<file path="src/common/npc_pkg.sv">
// Constants for the network and radio configuration command handler.
// Assumes a framing layer upstream that delivers unescaped, checksummed frames.
package npc_pkg;
  // Command identifiers; arbitrary values chosen for this handler
  localparam logic [7:0] CMD_SET_PAN = 8'h09;
  localparam logic [7:0] CMD_PHY = 8'h0A;
  localparam logic [7:0] CMD_NET = 8'h0B;
  localparam logic [7:0] CMD_DISC = 8'h0C;
  // Argument lengths in bytes, command byte excluded
  localparam logic [4:0] LEN_PAN = 5'h02;
  localparam logic [4:0] LEN_PHY = 5'h03;
  localparam logic [4:0] LEN_NET = 5'h0F;
  localparam logic [4:0] LEN_DISC_MIN = 5'h00;
  localparam logic [4:0] LEN_DISC_MAX = 5'h01;
  localparam logic [4:0] CNT_SAT = 5'h1F;
  localparam int BUF_N = 15;
  // Response codes
  localparam logic [7:0] RC_OK = 8'h00;
  localparam logic [7:0] RC_SHORT = 8'h01;
  localparam logic [7:0] RC_LONG = 8'h02;
  localparam logic [7:0] RC_BAD_PAN = 8'h03;
  localparam logic [7:0] RC_BAD_CHAN = 8'h18;
  localparam logic [7:0] RC_BAD_PWR = 8'h19;
  localparam logic [7:0] RC_SOCK = 8'h1A;
  localparam logic [7:0] RC_MASK = 8'h1D;
  // Value limits
  localparam logic [15:0] PAN_INVALID = 16'hFFFF;
  localparam logic [7:0] CH_EU_BASE = 8'h00;
  localparam logic [7:0] CH_EU_LO = 8'h64;
  localparam logic [7:0] CH_EU_HI = 8'h66;
  localparam logic [7:0] CH_US_LO = 8'h01;
  localparam logic [7:0] CH_US_HI = 8'h0A;
  localparam logic [7:0] PWR_MAX_US = 8'h0A;
  localparam logic [7:0] PWR_MAX_EU = 8'h05;
  localparam logic [7:0] SOCK_MAX = 8'hFB;
  // Reset values
  localparam logic [15:0] DEF_PAN = 16'h0000;
  localparam logic [7:0] DEF_CHAN = 8'h00;
  localparam logic DEF_QPSK = 1'b0;
  localparam logic [7:0] DEF_PWR = 8'h00;
  localparam logic [7:0] DEF_SOCK = 8'h04;
  localparam logic [7:0] DEF_NCACHE = 8'h04;
  localparam logic [15:0] DEF_REACH = 16'h0E10;
  localparam logic [7:0] DEF_HOPS = 8'h08;
  localparam logic [15:0] DEF_RTSIZE = 16'h0008;
  localparam logic [15:0] DEF_RTTO = 16'h0E10;
  localparam logic [7:0] DEF_RFAIL = 8'h03;
  localparam logic [7:0] DEF_RSSI = 8'h80;
  localparam logic [7:0] DEF_RSSI_RED = 8'h00;
  localparam logic [7:0] DEF_RREQ = 8'h03;
  localparam logic DEF_DAD = 1'b1;
  localparam logic DEF_RSOL = 1'b1;
  localparam logic [7:0] DEF_DISC_LIMIT = 8'h03;
  // Byte positions inside the network parameter block
  localparam int POS_SOCK = 0;
  localparam int POS_NCACHE = 1;
  localparam int POS_REACH = 2;
  localparam int POS_HOPS = 4;
  localparam int POS_RTSIZE = 5;
  localparam int POS_RTTO = 7;
  localparam int POS_RFAIL = 9;
  localparam int POS_RSSI = 10;
  localparam int POS_RED = 11;
  localparam int POS_RREQ = 12;
  localparam int POS_DAD = 13;
  localparam int POS_RSOL = 14;
  // Mask bit for each parameter that can fail
  localparam int IDX_SOCK = 0;
  localparam int IDX_NCACHE = 1;
  localparam int IDX_RTSIZE = 4;
  localparam logic [15:0] MASK_SOCK_ONLY = 16'h0001;

  typedef logic [BUF_N-1:0][7:0] npc_buf_t;
  typedef enum logic [1:0] {ST_IDLE, ST_ARGS, ST_EXEC} npc_state_e_t;
endpackage : npc_pkg

</file>
<file path="src/core/npc_cmd.sv">
// Command handler for the identifier, radio, network and discovery commands.
// Assumes frames arrive as a byte stream on clk_sys, command byte first,
// from logic in the same clock domain; in_last marks the final byte.
//
// What this block does
// RULE1 - A valid identifier takes effect at once, with no network reset.
// RULE2 - The identifier command carries exactly one two-byte field.
// RULE3 - Identifier 0xFFFF is refused with code 3.
// RULE4 - Short frame gives 1, long frame 2; success 0 only if acks enabled.
// RULE5 - Channel, modulation and power apply together, or none on any fault.
// RULE6 - Channel 0, 100-102 or 1-10 accepted; others give code 24.
// RULE7 - Modulation zero selects BPSK, anything else QPSK; default BPSK.
// RULE8 - Power capped at 10 on North American, 5 on European; else 25.
// RULE9 - Network command sets all valid parameters and triggers a network reset.
// RULE10 - Socket limit defaults to 4; above 251 gives code 26 when no other field fails.
// RULE11 - Neighbour cache defaults to 4 and never drops below one.
// RULE12 - Reachable time is two bytes, default 3600 seconds.
// RULE13 - Hop limit defaults to 8; zero disables mesh forwarding.
// RULE14 - Routing table size is two bytes, at least 1, default 8.
// RULE15 - Route timeout is two bytes, default 3600 seconds.
// RULE16 - Forwarding failure and route attempt limits both default to 3.
// RULE17 - Minimum link strength defaults to -128, reduction step to 0.
// RULE18 - Duplicate detection and router solicitation flags default true.
// RULE19 - Bad parameters are ignored and reported as code 29 with a mask, except a lone socket fault.
// RULE20 - Network fields come in index order, three of them two bytes.
// RULE21 - Discovery command starts a network discovery with a time limit.
// RULE22 - Missing or zero discovery limit becomes 3.
// RULE23 - Length is checked before any field value.
module npc_cmd (
  input wire logic clk_sys,
  input wire logic rstn,
  input wire logic in_valid,
  input wire logic [7:0] in_data,
  input wire logic in_last,
  output logic in_ready,
  input wire logic ack_en,
  output logic resp_valid,
  output logic [7:0] resp_code,
  output logic [15:0] resp_mask,
  output logic [15:0] pan_id,
  output logic [7:0] rf_channel,
  output logic rf_qpsk,
  output logic [7:0] rf_power,
  output logic [7:0] net_sock_max,
  output logic [7:0] net_ncache,
  output logic [15:0] net_reach_time,
  output logic [7:0] net_hop_max,
  output logic net_mesh_en,
  output logic [15:0] net_rt_size,
  output logic [15:0] net_rt_timeout,
  output logic [7:0] net_rt_fail_max,
  output logic [7:0] net_rssi_min,
  output logic [7:0] net_rssi_red,
  output logic [7:0] net_rreq_max,
  output logic net_dad_en,
  output logic net_rsol_en,
  output logic net_reset,
  output logic disc_start,
  output logic [7:0] disc_limit
);
  import npc_pkg::*;

  typedef struct packed {
    npc_state_e_t st;
    logic [7:0] cmd;
    logic [4:0] cnt;
    npc_buf_t abuf;
    logic resp_valid;
    logic [7:0] resp_code;
    logic [15:0] resp_mask;
    logic [15:0] pan;
    logic [7:0] chan;
    logic qpsk;
    logic [7:0] pwr;
    logic [7:0] sock;
    logic [7:0] ncache;
    logic [15:0] reach;
    logic [7:0] hops;
    logic [15:0] rtsize;
    logic [15:0] rtto;
    logic [7:0] rfail;
    logic [7:0] rssi;
    logic [7:0] rssi_red;
    logic [7:0] rreq;
    logic dad;
    logic rsol;
    logic net_reset;
    logic disc_start;
    logic [7:0] disc_limit;
  } npc_s_t;

  npc_s_t s_reg;
  npc_s_t s_next;
  logic [1:0] rst_q_reg;
  logic rst_ok;

  // Two-byte fields travel high byte first
  function automatic logic [15:0] get16(input npc_buf_t b, input int pos);
    get16 = {b[pos], b[pos + 1]};
  endfunction : get16

  function automatic logic chan_us(input logic [7:0] ch);
    chan_us = (ch >= CH_US_LO) && (ch <= CH_US_HI);
  endfunction : chan_us

  function automatic logic chan_ok(input logic [7:0] ch);
    chan_ok = chan_us(ch) || (ch == CH_EU_BASE) || ((ch >= CH_EU_LO) && (ch <= CH_EU_HI));
  endfunction : chan_ok

  function automatic logic [7:0] pwr_cap(input logic [7:0] ch);
    pwr_cap = chan_us(ch) ? PWR_MAX_US : PWR_MAX_EU;
  endfunction : pwr_cap

  // Reset release is synchronised so all state leaves reset on one edge
  always_ff @(posedge clk_sys or negedge rstn) begin
    if (!rstn) begin
      rst_q_reg <= 2'h0;
    end else begin
      rst_q_reg <= {rst_q_reg[0], 1'b1};
    end
  end
  assign rst_ok = rst_q_reg[1];

  // No byte is taken while a finished frame is being executed
  assign in_ready = (s_reg.st != ST_EXEC);

  always_comb begin
    logic [4:0] lmin;
    logic [4:0] lmax;
    logic known;
    logic ok;
    logic [15:0] id;
    logic [15:0] mask;
    lmin = 5'h00;
    lmax = 5'h00;
    known = 1'b1;
    ok = 1'b0;
    id = 16'h0000;
    mask = 16'h0000;
    s_next = s_reg;
    s_next.resp_valid = 1'b0;
    s_next.net_reset = 1'b0;
    s_next.disc_start = 1'b0;
    unique case (s_reg.st)
      ST_IDLE: begin
        if (in_valid) begin
          s_next.cmd = in_data;
          s_next.cnt = 5'h00;
          s_next.st = in_last ? ST_EXEC : ST_ARGS;
        end
      end
      ST_ARGS: begin
        if (in_valid) begin
          // Bytes past the longest block are only counted
          if (s_reg.cnt < LEN_NET) begin
            s_next.abuf[s_reg.cnt[3:0]] = in_data;
          end
          if (s_reg.cnt != CNT_SAT) begin
            s_next.cnt = s_reg.cnt + 5'h01;
          end
          if (in_last) begin
            s_next.st = ST_EXEC;
          end
        end
      end
      ST_EXEC: begin
        s_next.st = ST_IDLE;
        unique case (s_reg.cmd)
          CMD_SET_PAN: begin
            lmin = LEN_PAN; // see RULE2
            lmax = LEN_PAN;
          end
          CMD_PHY: begin
            lmin = LEN_PHY;
            lmax = LEN_PHY;
          end
          CMD_NET: begin
            lmin = LEN_NET; // see RULE20
            lmax = LEN_NET;
          end
          CMD_DISC: begin
            lmin = LEN_DISC_MIN;
            lmax = LEN_DISC_MAX;
          end
          default: known = 1'b0;
        endcase
        if (known) begin
          s_next.resp_mask = 16'h0000;
          s_next.resp_valid = 1'b1;
          if (s_reg.cnt < lmin) begin
            s_next.resp_code = RC_SHORT; // see RULE4, RULE23
          end else if (s_reg.cnt > lmax) begin
            s_next.resp_code = RC_LONG; // see RULE4, RULE23
          end else begin
            unique case (s_reg.cmd)
              CMD_SET_PAN: begin
                id = get16(s_reg.abuf, 0);
                if (id == PAN_INVALID) begin
                  s_next.resp_code = RC_BAD_PAN; // see RULE3
                end else begin
                  s_next.pan = id; // see RULE1
                  ok = 1'b1;
                end
              end
              CMD_PHY: begin
                // Channel and power checked before any of the three fields is applied
                if (!chan_ok(s_reg.abuf[0])) begin
                  s_next.resp_code = RC_BAD_CHAN; // see RULE6
                end else if (s_reg.abuf[2] > pwr_cap(s_reg.abuf[0])) begin
                  s_next.resp_code = RC_BAD_PWR; // see RULE8
                end else begin
                  s_next.chan = s_reg.abuf[0]; // see RULE5
                  s_next.qpsk = (s_reg.abuf[1] != 8'h00); // see RULE7
                  s_next.pwr = s_reg.abuf[2];
                  ok = 1'b1;
                end
              end
              CMD_NET: begin
                if (s_reg.abuf[POS_SOCK] > SOCK_MAX) begin
                  mask[IDX_SOCK] = 1'b1; // see RULE10
                end else begin
                  s_next.sock = s_reg.abuf[POS_SOCK];
                end
                if (s_reg.abuf[POS_NCACHE] == 8'h00) begin
                  mask[IDX_NCACHE] = 1'b1; // see RULE11
                end else begin
                  s_next.ncache = s_reg.abuf[POS_NCACHE];
                end
                s_next.reach = get16(s_reg.abuf, POS_REACH); // see RULE12
                s_next.hops = s_reg.abuf[POS_HOPS]; // see RULE13
                if (get16(s_reg.abuf, POS_RTSIZE) == 16'h0000) begin
                  mask[IDX_RTSIZE] = 1'b1; // see RULE14
                end else begin
                  s_next.rtsize = get16(s_reg.abuf, POS_RTSIZE);
                end
                s_next.rtto = get16(s_reg.abuf, POS_RTTO); // see RULE15
                s_next.rfail = s_reg.abuf[POS_RFAIL]; // see RULE16
                s_next.rssi = s_reg.abuf[POS_RSSI]; // see RULE17
                s_next.rssi_red = s_reg.abuf[POS_RED];
                s_next.rreq = s_reg.abuf[POS_RREQ]; // see RULE16
                s_next.dad = (s_reg.abuf[POS_DAD] != 8'h00); // see RULE18
                s_next.rsol = (s_reg.abuf[POS_RSOL] != 8'h00);
                s_next.net_reset = 1'b1; // see RULE9
                // A lone socket fault keeps its own code
                if (mask == 16'h0000) begin
                  ok = 1'b1;
                end else if (mask == MASK_SOCK_ONLY) begin
                  s_next.resp_code = RC_SOCK; // see RULE10
                end else begin
                  s_next.resp_code = RC_MASK; // see RULE19
                  s_next.resp_mask = mask;
                end
              end
              CMD_DISC: begin
                s_next.disc_start = 1'b1; // see RULE21
                if ((s_reg.cnt == 5'h00) || (s_reg.abuf[0] == 8'h00)) begin
                  s_next.disc_limit = DEF_DISC_LIMIT; // see RULE22
                end else begin
                  s_next.disc_limit = s_reg.abuf[0];
                end
                ok = 1'b1;
              end
              default: ok = 1'b0;
            endcase
            if (ok) begin
              s_next.resp_code = RC_OK;
              s_next.resp_valid = ack_en; // see RULE4
            end
          end
        end
      end
      default: s_next.st = ST_IDLE;
    endcase
  end

  always_ff @(posedge clk_sys or negedge rst_ok) begin
    if (!rst_ok) begin
      s_reg <= '0;
      s_reg.st <= ST_IDLE;
      s_reg.pan <= DEF_PAN;
      s_reg.chan <= DEF_CHAN; // see RULE6
      s_reg.qpsk <= DEF_QPSK; // see RULE7
      s_reg.pwr <= DEF_PWR; // see RULE8
      s_reg.sock <= DEF_SOCK; // see RULE10
      s_reg.ncache <= DEF_NCACHE; // see RULE11
      s_reg.reach <= DEF_REACH; // see RULE12
      s_reg.hops <= DEF_HOPS; // see RULE13
      s_reg.rtsize <= DEF_RTSIZE; // see RULE14
      s_reg.rtto <= DEF_RTTO; // see RULE15
      s_reg.rfail <= DEF_RFAIL; // see RULE16
      s_reg.rssi <= DEF_RSSI; // see RULE17
      s_reg.rssi_red <= DEF_RSSI_RED;
      s_reg.rreq <= DEF_RREQ;
      s_reg.dad <= DEF_DAD; // see RULE18
      s_reg.rsol <= DEF_RSOL;
      s_reg.disc_limit <= DEF_DISC_LIMIT;
    end else begin
      s_reg <= s_next;
    end
  end

  assign resp_valid = s_reg.resp_valid;
  assign resp_code = s_reg.resp_code;
  assign resp_mask = s_reg.resp_mask;
  assign pan_id = s_reg.pan;
  assign rf_channel = s_reg.chan;
  assign rf_qpsk = s_reg.qpsk;
  assign rf_power = s_reg.pwr;
  assign net_sock_max = s_reg.sock;
  assign net_ncache = s_reg.ncache;
  assign net_reach_time = s_reg.reach;
  assign net_hop_max = s_reg.hops;
  assign net_mesh_en = (s_reg.hops != 8'h00); // see RULE13
  assign net_rt_size = s_reg.rtsize;
  assign net_rt_timeout = s_reg.rtto;
  assign net_rt_fail_max = s_reg.rfail;
  assign net_rssi_min = s_reg.rssi;
  assign net_rssi_red = s_reg.rssi_red;
  assign net_rreq_max = s_reg.rreq;
  assign net_dad_en = s_reg.dad;
  assign net_rsol_en = s_reg.rsol;
  assign net_reset = s_reg.net_reset;
  assign disc_start = s_reg.disc_start;
  assign disc_limit = s_reg.disc_limit;

  a_pan_apply: assert property (@(posedge clk_sys) disable iff (!rst_ok) // see RULE1
    (s_reg.st == ST_EXEC && s_reg.cmd == CMD_SET_PAN && s_reg.cnt == LEN_PAN
      && get16(s_reg.abuf, 0) != PAN_INVALID)
    |=> (pan_id == $past(get16(s_reg.abuf, 0))) && !net_reset)
    else $error("identifier not applied");
  a_pan_never_ones: assert property (@(posedge clk_sys) disable iff (!rst_ok) // see RULE3
    pan_id != PAN_INVALID)
    else $error("all-ones identifier stored");
  a_len_short: assert property (@(posedge clk_sys) disable iff (!rst_ok) // see RULE23
    (s_reg.st == ST_EXEC && s_reg.cmd == CMD_PHY && s_reg.cnt < LEN_PHY)
    |=> resp_valid && resp_code == RC_SHORT && $stable(rf_channel))
    else $error("short frame not reported");
  a_ack_gate: assert property (@(posedge clk_sys) disable iff (!rst_ok) // see RULE4
    (resp_valid && resp_code == RC_OK) |-> $past(ack_en))
    else $error("success sent with acks off");
  a_phy_atomic: assert property (@(posedge clk_sys) disable iff (!rst_ok) // see RULE5
    (resp_valid && (resp_code == RC_BAD_CHAN || resp_code == RC_BAD_PWR))
    |-> $stable(rf_channel) && $stable(rf_qpsk) && $stable(rf_power))
    else $error("radio fields changed on fault");
  a_power_cap: assert property (@(posedge clk_sys) disable iff (!rst_ok) // see RULE8
    chan_ok(rf_channel) && rf_power <= pwr_cap(rf_channel))
    else $error("radio channel or power out of range");
  a_net_reset: assert property (@(posedge clk_sys) disable iff (!rst_ok) // see RULE9
    (s_reg.st == ST_EXEC && s_reg.cmd == CMD_NET && s_reg.cnt == LEN_NET)
    |=> net_reset ##1 !net_reset)
    else $error("network reset not pulsed");
  a_net_limits: assert property (@(posedge clk_sys) disable iff (!rst_ok) // see RULE10
    net_sock_max <= SOCK_MAX && net_ncache != 8'h00 && net_rt_size != 16'h0000)
    else $error("network parameter out of range");
  a_mask_code: assert property (@(posedge clk_sys) disable iff (!rst_ok) // see RULE19
    (resp_valid && resp_mask != 16'h0000) |-> resp_code == RC_MASK && net_reset)
    else $error("mask without code 29");
  a_disc_limit: assert property (@(posedge clk_sys) disable iff (!rst_ok) // see RULE22
    disc_start |-> disc_limit != 8'h00)
    else $error("zero discovery limit");
endmodule : npc_cmd

</file>
<file path="config.mk">
export PLATFORM = sky130hd
export DESIGN_NAME = npc_cmd
export DESIGN_NICKNAME = d
export VERILOG_FILES = /design/src/common/npc_pkg.sv /design/src/core/npc_cmd.sv
export SDC_FILE = /design/constraint.sdc
export NUM_CORES = 1
export LEC_CHECK = 0
export BUFFER_PORTS_ARGS = -buffer_cell sky130_fd_sc_hd__buf_2
export CELL_PAD_IN_SITES_DETAIL_PLACEMENT = 0
export CELL_PAD_IN_SITES_GLOBAL_PLACEMENT = 1
export CORE_UTILIZATION = 30
export DETAILED_ROUTE_END_ITERATION = 16
export PLACE_DENSITY = 0.55
export SYNTH_ARGS = -nofsm -noshare
export SYNTH_HDL_FRONTEND = slang
export SYNTH_SLANG_ARGS = --single-unit
</file>
<file path="constraint.sdc">
create_clock -name clk_sys -period 11.3 [get_ports clk_sys]
set_clock_uncertainty 0.1 [all_clocks]
set_input_delay 2.825 -clock clk_sys [delete_from_list [all_inputs] [get_ports clk_sys]]
set_output_delay 2.825 -clock clk_sys [all_outputs]
set_load 0.005 [all_outputs]
</file>
==> results.py, run 1 <==
metrics = {
    "floorplan": {
        "core_region_area_um2": 43080,
        "fp.dieW_um": 210.9,
        "io_pins": 189,
        "row_count": 76,
        "die_area_um2": 44500,
        "die_h_um": 210.9,
        "initial_core_util": 0.3041,
    },
    "synth": {
        "synth_edf_count": 0,
        "synth_largest_area_cell": "dfrtp_1",
        "synth_warnings": 0,
        "async_reset_ff_frac": 1.000,
        "synth-xor-area-share": 0.0006687,
        "synth.distinct_cells": 50,
        "synthAdderAreaFrac": 0.01337,
        "yosys.area.top_type_share": 0.5216,
        "synth_top_family_by_area": "multiplexers",
        "synth-seq-cells": 294,
        "syn_avg_cell_area_um2": 13.70,
        "synth_flop_cell": "dfrtp_1",
        "yosys.area_share.simple": 0.05751,
        "synth_mux_area_frac": 0.2340,
        "netlist_instances": 956,
        "ys_seq_area_frac": 0.5637,
        "yosys-top-cells-area": "dfrtp_1 (52%), mux2_2 (23%), buf_4 (9.8%)",
        "synth_compound_area_frac": 0.01681,
        "synth_area_um2": 13100,
    },
    "clock_tree": {
        "root_buffer": "clkbuf_16",
        "cts_tree": "built",
        "cts_setup_buffers": 0,
        "cts-resized-gates": 0,
        "cts_max_level": 2,
        "clockBufferDepth": 3,
        "numCtsBuffers": 36,
        "insertion_delay_ns": 0.54,
        "cts.sinks": 294,
        "hold_buffers": 0,
        "clk_pin_slew_ns": 0.06,
    },
    "routing": {
        "wire_per_inst_um": 18.99,
        "initialDrtViolationCount": 286,
        "vias": 7137,
        "viasPerCell": 4.461,
        "ant_nets": 0,
        "drc": 0,
        "routed_wl_mm": 30.38,
        "drt-pass1-iter-count": 6,
    },
    "timing": {
        "setup_viol": 0,
        "hold_viol": 0,
        "tns_ns": 0,
        "hold_slack_ns": 0.2476,
        "worstMarginPinSlew_ns": 0.9954,
        "period_share": 0.4428,
        "rsz0062_at_grt": "no",
        "fmax_ghz": 0.1998,
        "setup_slack_ns": 6.296,
        "finalMaxSlewViolations": 0,
        "min_period_ns": 5.004,
        "slew_headroom": 0.3364,
    },
    "grt": {
        "grt_pass1_vias": 7359,
        "grt_use_total": 0.1405,
        "antenna_found_initial": 0,
        "grt_max_degree": 160,
        "grt_pass1_wl_mm": 46.78,
        "grt_overflow": 0,
    },
    "power_and_ir_drop": {
        "p_clk_frac": 0.435,
        "pwr-share-seq": 0.473,
        "finalPower_uw": 2606,
        "swShare": 0.2665,
        "powerDensity_nw_per_um2": 179.4,
        "p_leak_uw": 0.007609,
        "p_comb_frac": 0.092,
        "power.switching_uw": 694.7,
        "internal-power_uw": 1912,
        "vdd_drop_max_uv": 93.50,
    },
    "hold_path": {
        "min_to": "rst_q_reg[1]",
        "hold_path_class": "reg -> reg",
        "whs_path_depth": 0,
        "hp-start": "rst_q_reg[0]",
    },
    "worst_setup_path": {
        "worstPathRequired_ns": 11.61,
        "start_kind": "flip-flop",
        "r2r_cells": 12,
        "reg2reg_slack_ns": 6.30,
        "critPathKind": "reg -> reg",
        "worstPathArrival_ns": 5.31,
        "reg2reg_to": "net_rssi_red[5]",
        "rr_startpoint": "s_reg[304]",
        "critPathCaptureType": "flip-flop",
        "crit_fanout": 44,
    },
    "run_status": {
        "status": "finished, final reports clean",
    },
    "final_layout": {
        "area_delta_synth_final_pct": 10.94,
        "drive_above_1_share": 0.5369,
        "multiInputGateArea_um2": 4294,
        "final_cells": 1600,
        "regArea_um2": 7387,
        "fillerInstances": 4280,
        "final_common_cell": "dfrtp_1",
        "final_cell_mix": "dfrtp_1 (272), mux2_2 (266), buf_2 (172)",
        "fin_nets": 1014,
        "largest_reg_flops": 135,
        "n_antenna_cell": 0,
    },
    "placement": {
        "gp_congestion": 0.7199,
        "dp_slack_ns": 5.846,
        "port-buffer-count": 172,
        "dp.cells": 1534,
        "dpl.hpwl_mm": 18.94,
    },
    "run": {
        "maxCapViolations": 0,
    },
}
## power groups by stage
stage	clock network (uW)	logic [uW]	registers [uW]
floorplan	0	188	1210
global placement	0	240	1250
detailed placement	0	244	1260
CTS	1180	246	1240
global route	1220	269	1250
finish	1130	240	1230
## per-stage QoR
stage | area [um^2] | util
floorplan | 13150 | -
global placement | 13370 | 0.3103
detailed placement | 13370 | 0.3103
CTS | 14530 | 0.3373
global route | 14530 | 0.3373
finish | 14530 | 0.3373
## layout make-up
| class | count | share of cell area |
|---|---|---|
| Timing Repair Buffer | 177 | 0.06269 |
| Inverter | 11 | 0.002842 |
| Tap cell | 585 | 0.05037 |
| Clock inverter | 12 | 0.007233 |
| Clock buffer | 54 | 0.07294 |
| Sequential cell | 294 | 0.5084 |
| Multi-Input combinational cell | 467 | 0.2955 |
## synth_stat cells (all sizes together) (2+ instances only)
library cell and n:
nand4 8, a22o 3, o21ai 12, nor2b 15, nand2 41, nor3 6
or2 3, clkbuf 16, nor2 11, a21oi 5, and2 2, a22oi 2
and3 5, nor4 18, nand3 10, dfrtp 273, nor3b 3, ha 14
dfstp 21, conb 2, mux2 270, or3b 2, a211oi 2, nand2b 4
inv 11, buf 183
## worst max-delay path by stage
stage	endpoint	slack [ns]	startpoint	cells after the start
CTS	net_rssi_red[5]	6.22	s_reg[304]	12
global placement	s_reg[264]	5.86	in_valid	7
floorplan	disc_limit[2]	2.44	rst_q_reg[1]	0
global route	net_rreq_max[6]	5.94	s_reg[304]	12
detailed placement	s_reg[264]	5.85	in_valid	7
finish	net_rssi_red[5]	6.30	s_reg[304]	12
## routing by layer
metal / global-route usage / vias to the layer above / part of all wire
li1: - / 3219 / -
met1: 0.1843 / 3702 / 0.45
met2: 0.2281 / 170 / 0.47
met3: 0.03078 / 46 / 0.050
met4: 0.04898 / 0 / 0.023
met5: 0 / - / 0
## cell families after synthesis
| group | count (synthesis) |
|---|---|
| buf+inv | 210 |
| simple gates | 131 |
| fa+ha+maj | 14 |
| mux | 271 |
| compound gates | 33 |
| other cells | 2 |
| xor+xnor | 1 |
| flops | 294 |
## critical path: stages, from the launching register on
cell and delay (ns):
dfrtp_1 0.38, or3b_4 0.42, nor4_4 0.47, and2_1 0.43, inv_1 0.16, ha_1 0.34
and4b_1 0.23, a22oi_1 0.09, a22oi_1 0.55, nor2_4 0.18, nand3_4 0.44, buf_4 0.62
mux2_2 0.41
(Power assumes the default switching activity.)
==> run 2: changes to the inputs <==
Clock period 11.3 ns to 4.7 ns, I/O delays scaled along.
==> run 2 against run 1 <==
  * Sequential power rose by 140%
  * Register-to-register slack got worse by 5.7 ns
  * Sequential share of layout area grew 0.075 points
  * Total power rose by 130%
  * Critical path depth did not move
  * Global-route usage is 0.064 points higher
  * Worst hold slack better by 0.0020 ns
  * First-iteration DRC count grew 0.70%
  * Die area did not move
  * Final cell count about the same
  * Utilization about the same
  * Combinational power up 140%
  * Largest power group unchanged
==> results.py, run 2 (synthesis results as in run 1) <==
metrics = {
    "hold_path": {
        "hold_path_class": "reg -> reg",
        "whs_path_depth": 0,
        "min_to": "rst_q_reg[1]",
        "hp-start": "rst_q_reg[0]",
    },
    "timing": {
        "min_period_ns": 4.058,
        "fmax_ghz": 0.2464,
        "finalMaxSlewViolations": 0,
        "hold_slack_ns": 0.2495,
        "worstMarginPinSlew_ns": 1.017,
        "period_share": 0.8633,
        "slew_headroom": 0.3218,
        "hold_viol": 0,
        "setup_viol": 0,
        "tns_ns": 0,
        "rsz0062_at_grt": "no",
    },
    "grt": {
        "use_met1": 0.1844,
        "grtUsageMet3": 0.04237,
        "top_usage_layer": "met2",
        "met2_usage": 0.2259,
        "grt_use_total": 0.1411,
        "grt_pass1_vias": 7316,
        "antenna_found_initial": 2,
        "grt_overflow": 0,
        "grt_max_degree": 101,
        "grt_pass1_wl_mm": 46.82,
    },
    "worst_setup_path": {
        "cp_slowest_stage_delay_ns": 0.51,
        "r2r_cells": 12,
        "critPathKind": "reg -> reg",
        "rr_startpoint": "s_reg[304]",
        "critical-path-top-delay-family": "simple AND/OR/NAND/NOR gates",
        "crit_fanout": 34,
        "worstPathRequired_ns": 5.02,
        "path_cells": "or3b_4 -> nor4_4 -> and2_1 -> inv_1 -> ha_1 -> and4b_1 -> a22oi_1 -> a22oi_1 -> nor2_4 -> nand3_4 -> buf_12 -> mux2_2",
        "critPathCaptureType": "flip-flop",
        "crit_slowest_cell": "a22oi_1",
        "path_buf_inv": 2,
        "crit_top_cell": "a22oi_1",
        "reg2reg_to": "net_rt_fail_max[2]",
        "worstPathArrival_ns": 4.37,
        "start_kind": "flip-flop",
        "reg2reg_slack_ns": 0.64,
    },
    "clock_tree": {
        "insertion_delay_ns": 0.53,
        "clockBufferDepth": 3,
        "clk_pin_slew_ns": 0.06,
        "cts-resized-gates": 0,
        "hold_buffers": 0,
        "cts.sinks": 294,
        "numCtsBuffers": 35,
        "root_buffer": "clkbuf_16",
        "cts_tree": "built",
        "cts_setup_buffers": 0,
        "cts_max_level": 2,
    },
    "routing": {
        "initialDrtViolationCount": 288,
        "vias": 7058,
        "viasPerCell": 4.408,
        "drc": 0,
        "drt-pass1-iter-count": 6,
        "ant_nets": 0,
        "wire_per_inst_um": 19.09,
        "routed_wl_mm": 30.56,
    },
    "run": {
        "maxCapViolations": 0,
    },
    "final_layout": {
        "multiInputGateArea_um2": 4294,
        "area_delta_synth_final_pct": 10.78,
        "final_common_cell": "dfrtp_1",
        "fin_util": 0.3368,
        "fillerInstances": 4312,
        "final_cell_mix": "dfrtp_1 (272), mux2_2 (266), buf_2 (172)",
        "n_antenna_cell": 0,
        "regArea_um2": 7387,
        "drive_above_1_share": 0.5315,
        "largest_reg_flops": 135,
        "fin_nets": 1018,
    },
    "floorplan": {
        "fp.dieW_um": 210.9,
        "die_h_um": 210.9,
        "row_count": 76,
        "io_pins": 189,
        "initial_core_util": 0.3041,
        "die_area_um2": 44500,
        "core_region_area_um2": 43080,
    },
    "placement": {
        "gp_congestion": 0.7525,
        "port-buffer-count": 172,
        "dpl.hpwl_mm": 19.38,
    },
    "power_and_ir_drop": {
        "p_leak_uw": 0.007600,
        "powerDensity_nw_per_um2": 419.5,
        "vdd_drop_max_uv": 247.1,
        "finalPower_uw": 6086,
    },
    "run_status": {
        "status": "finished, final reports clean",
    },
}
## run 2: changes by cell type in the layout (fill, tap and decap cells not counted)
cell,delta
buf_12,+3
buf_4,+2
clkbuf_1,+6
clkinvlp_4,-1
inv_6,-3
clkbuf_8,-3
clkinv_4,-1
clkinv_2,-1
bufinv_16,-1
## run 2: worst max path at each step
| stage | start | to | slack [ns] | depth (start not counted) |
|---|---|---|---|---|
| final | s_reg[304] | net_rt_fail_max[2] | 0.64 | 12 |
| after global routing | s_reg[304] | net_rt_fail_max[2] | 0.44 | 12 |
| after CTS | s_reg[304] | net_rt_timeout[2] | 0.62 | 12 |
| after detailed placement | s_reg[304] | net_rt_fail_max[2] | 0.62 | 12 |
| after global placement | s_reg[304] | net_rt_size[13] | 0.73 | 11 |
| after floorplan | s_reg[304] | net_hop_max[0] | 1.11 | 14 |
## run 2: final cells by class
class,instances,share of cell area
clock buffers,57,0.07175
clock inverters,5,0.001897
inverters,11,0.002846
multi-input cells,467,0.2960
flip-flops and latches,294,0.5091
well taps,585,0.05045
repair buffers,182,0.06795
## run 2: per-stage QoR
step,cell area (um^2),setup slack (ns),instances
2_1_floorplan,13160,1.107,971
3_3_place_gp,13440,0.7303,1539
3_5_place_dp,13440,0.6222,1539
4_1_cts,14510,0.6158,1601
5_1_grt,14510,0.4376,1601
6_report,14510,0.6423,1601
## run 2: power breakdown
group | leakage, uW | switching, uW | internal (uW)
sequential | 0.00395 | 254 | 2710
clock | 0.000519 | 1040 | 1510
combinational | 0.00313 | 305 | 263
total | 0.00760 | 1600 | 4490
## run 2: metal layers
layer / share of wire / up-vias
met1: 0.45 / 3638
met5: 0 / -
li1: - / 3218
met3: 0.058 / 48
met4: 0.021 / 0
met2: 0.47 / 154
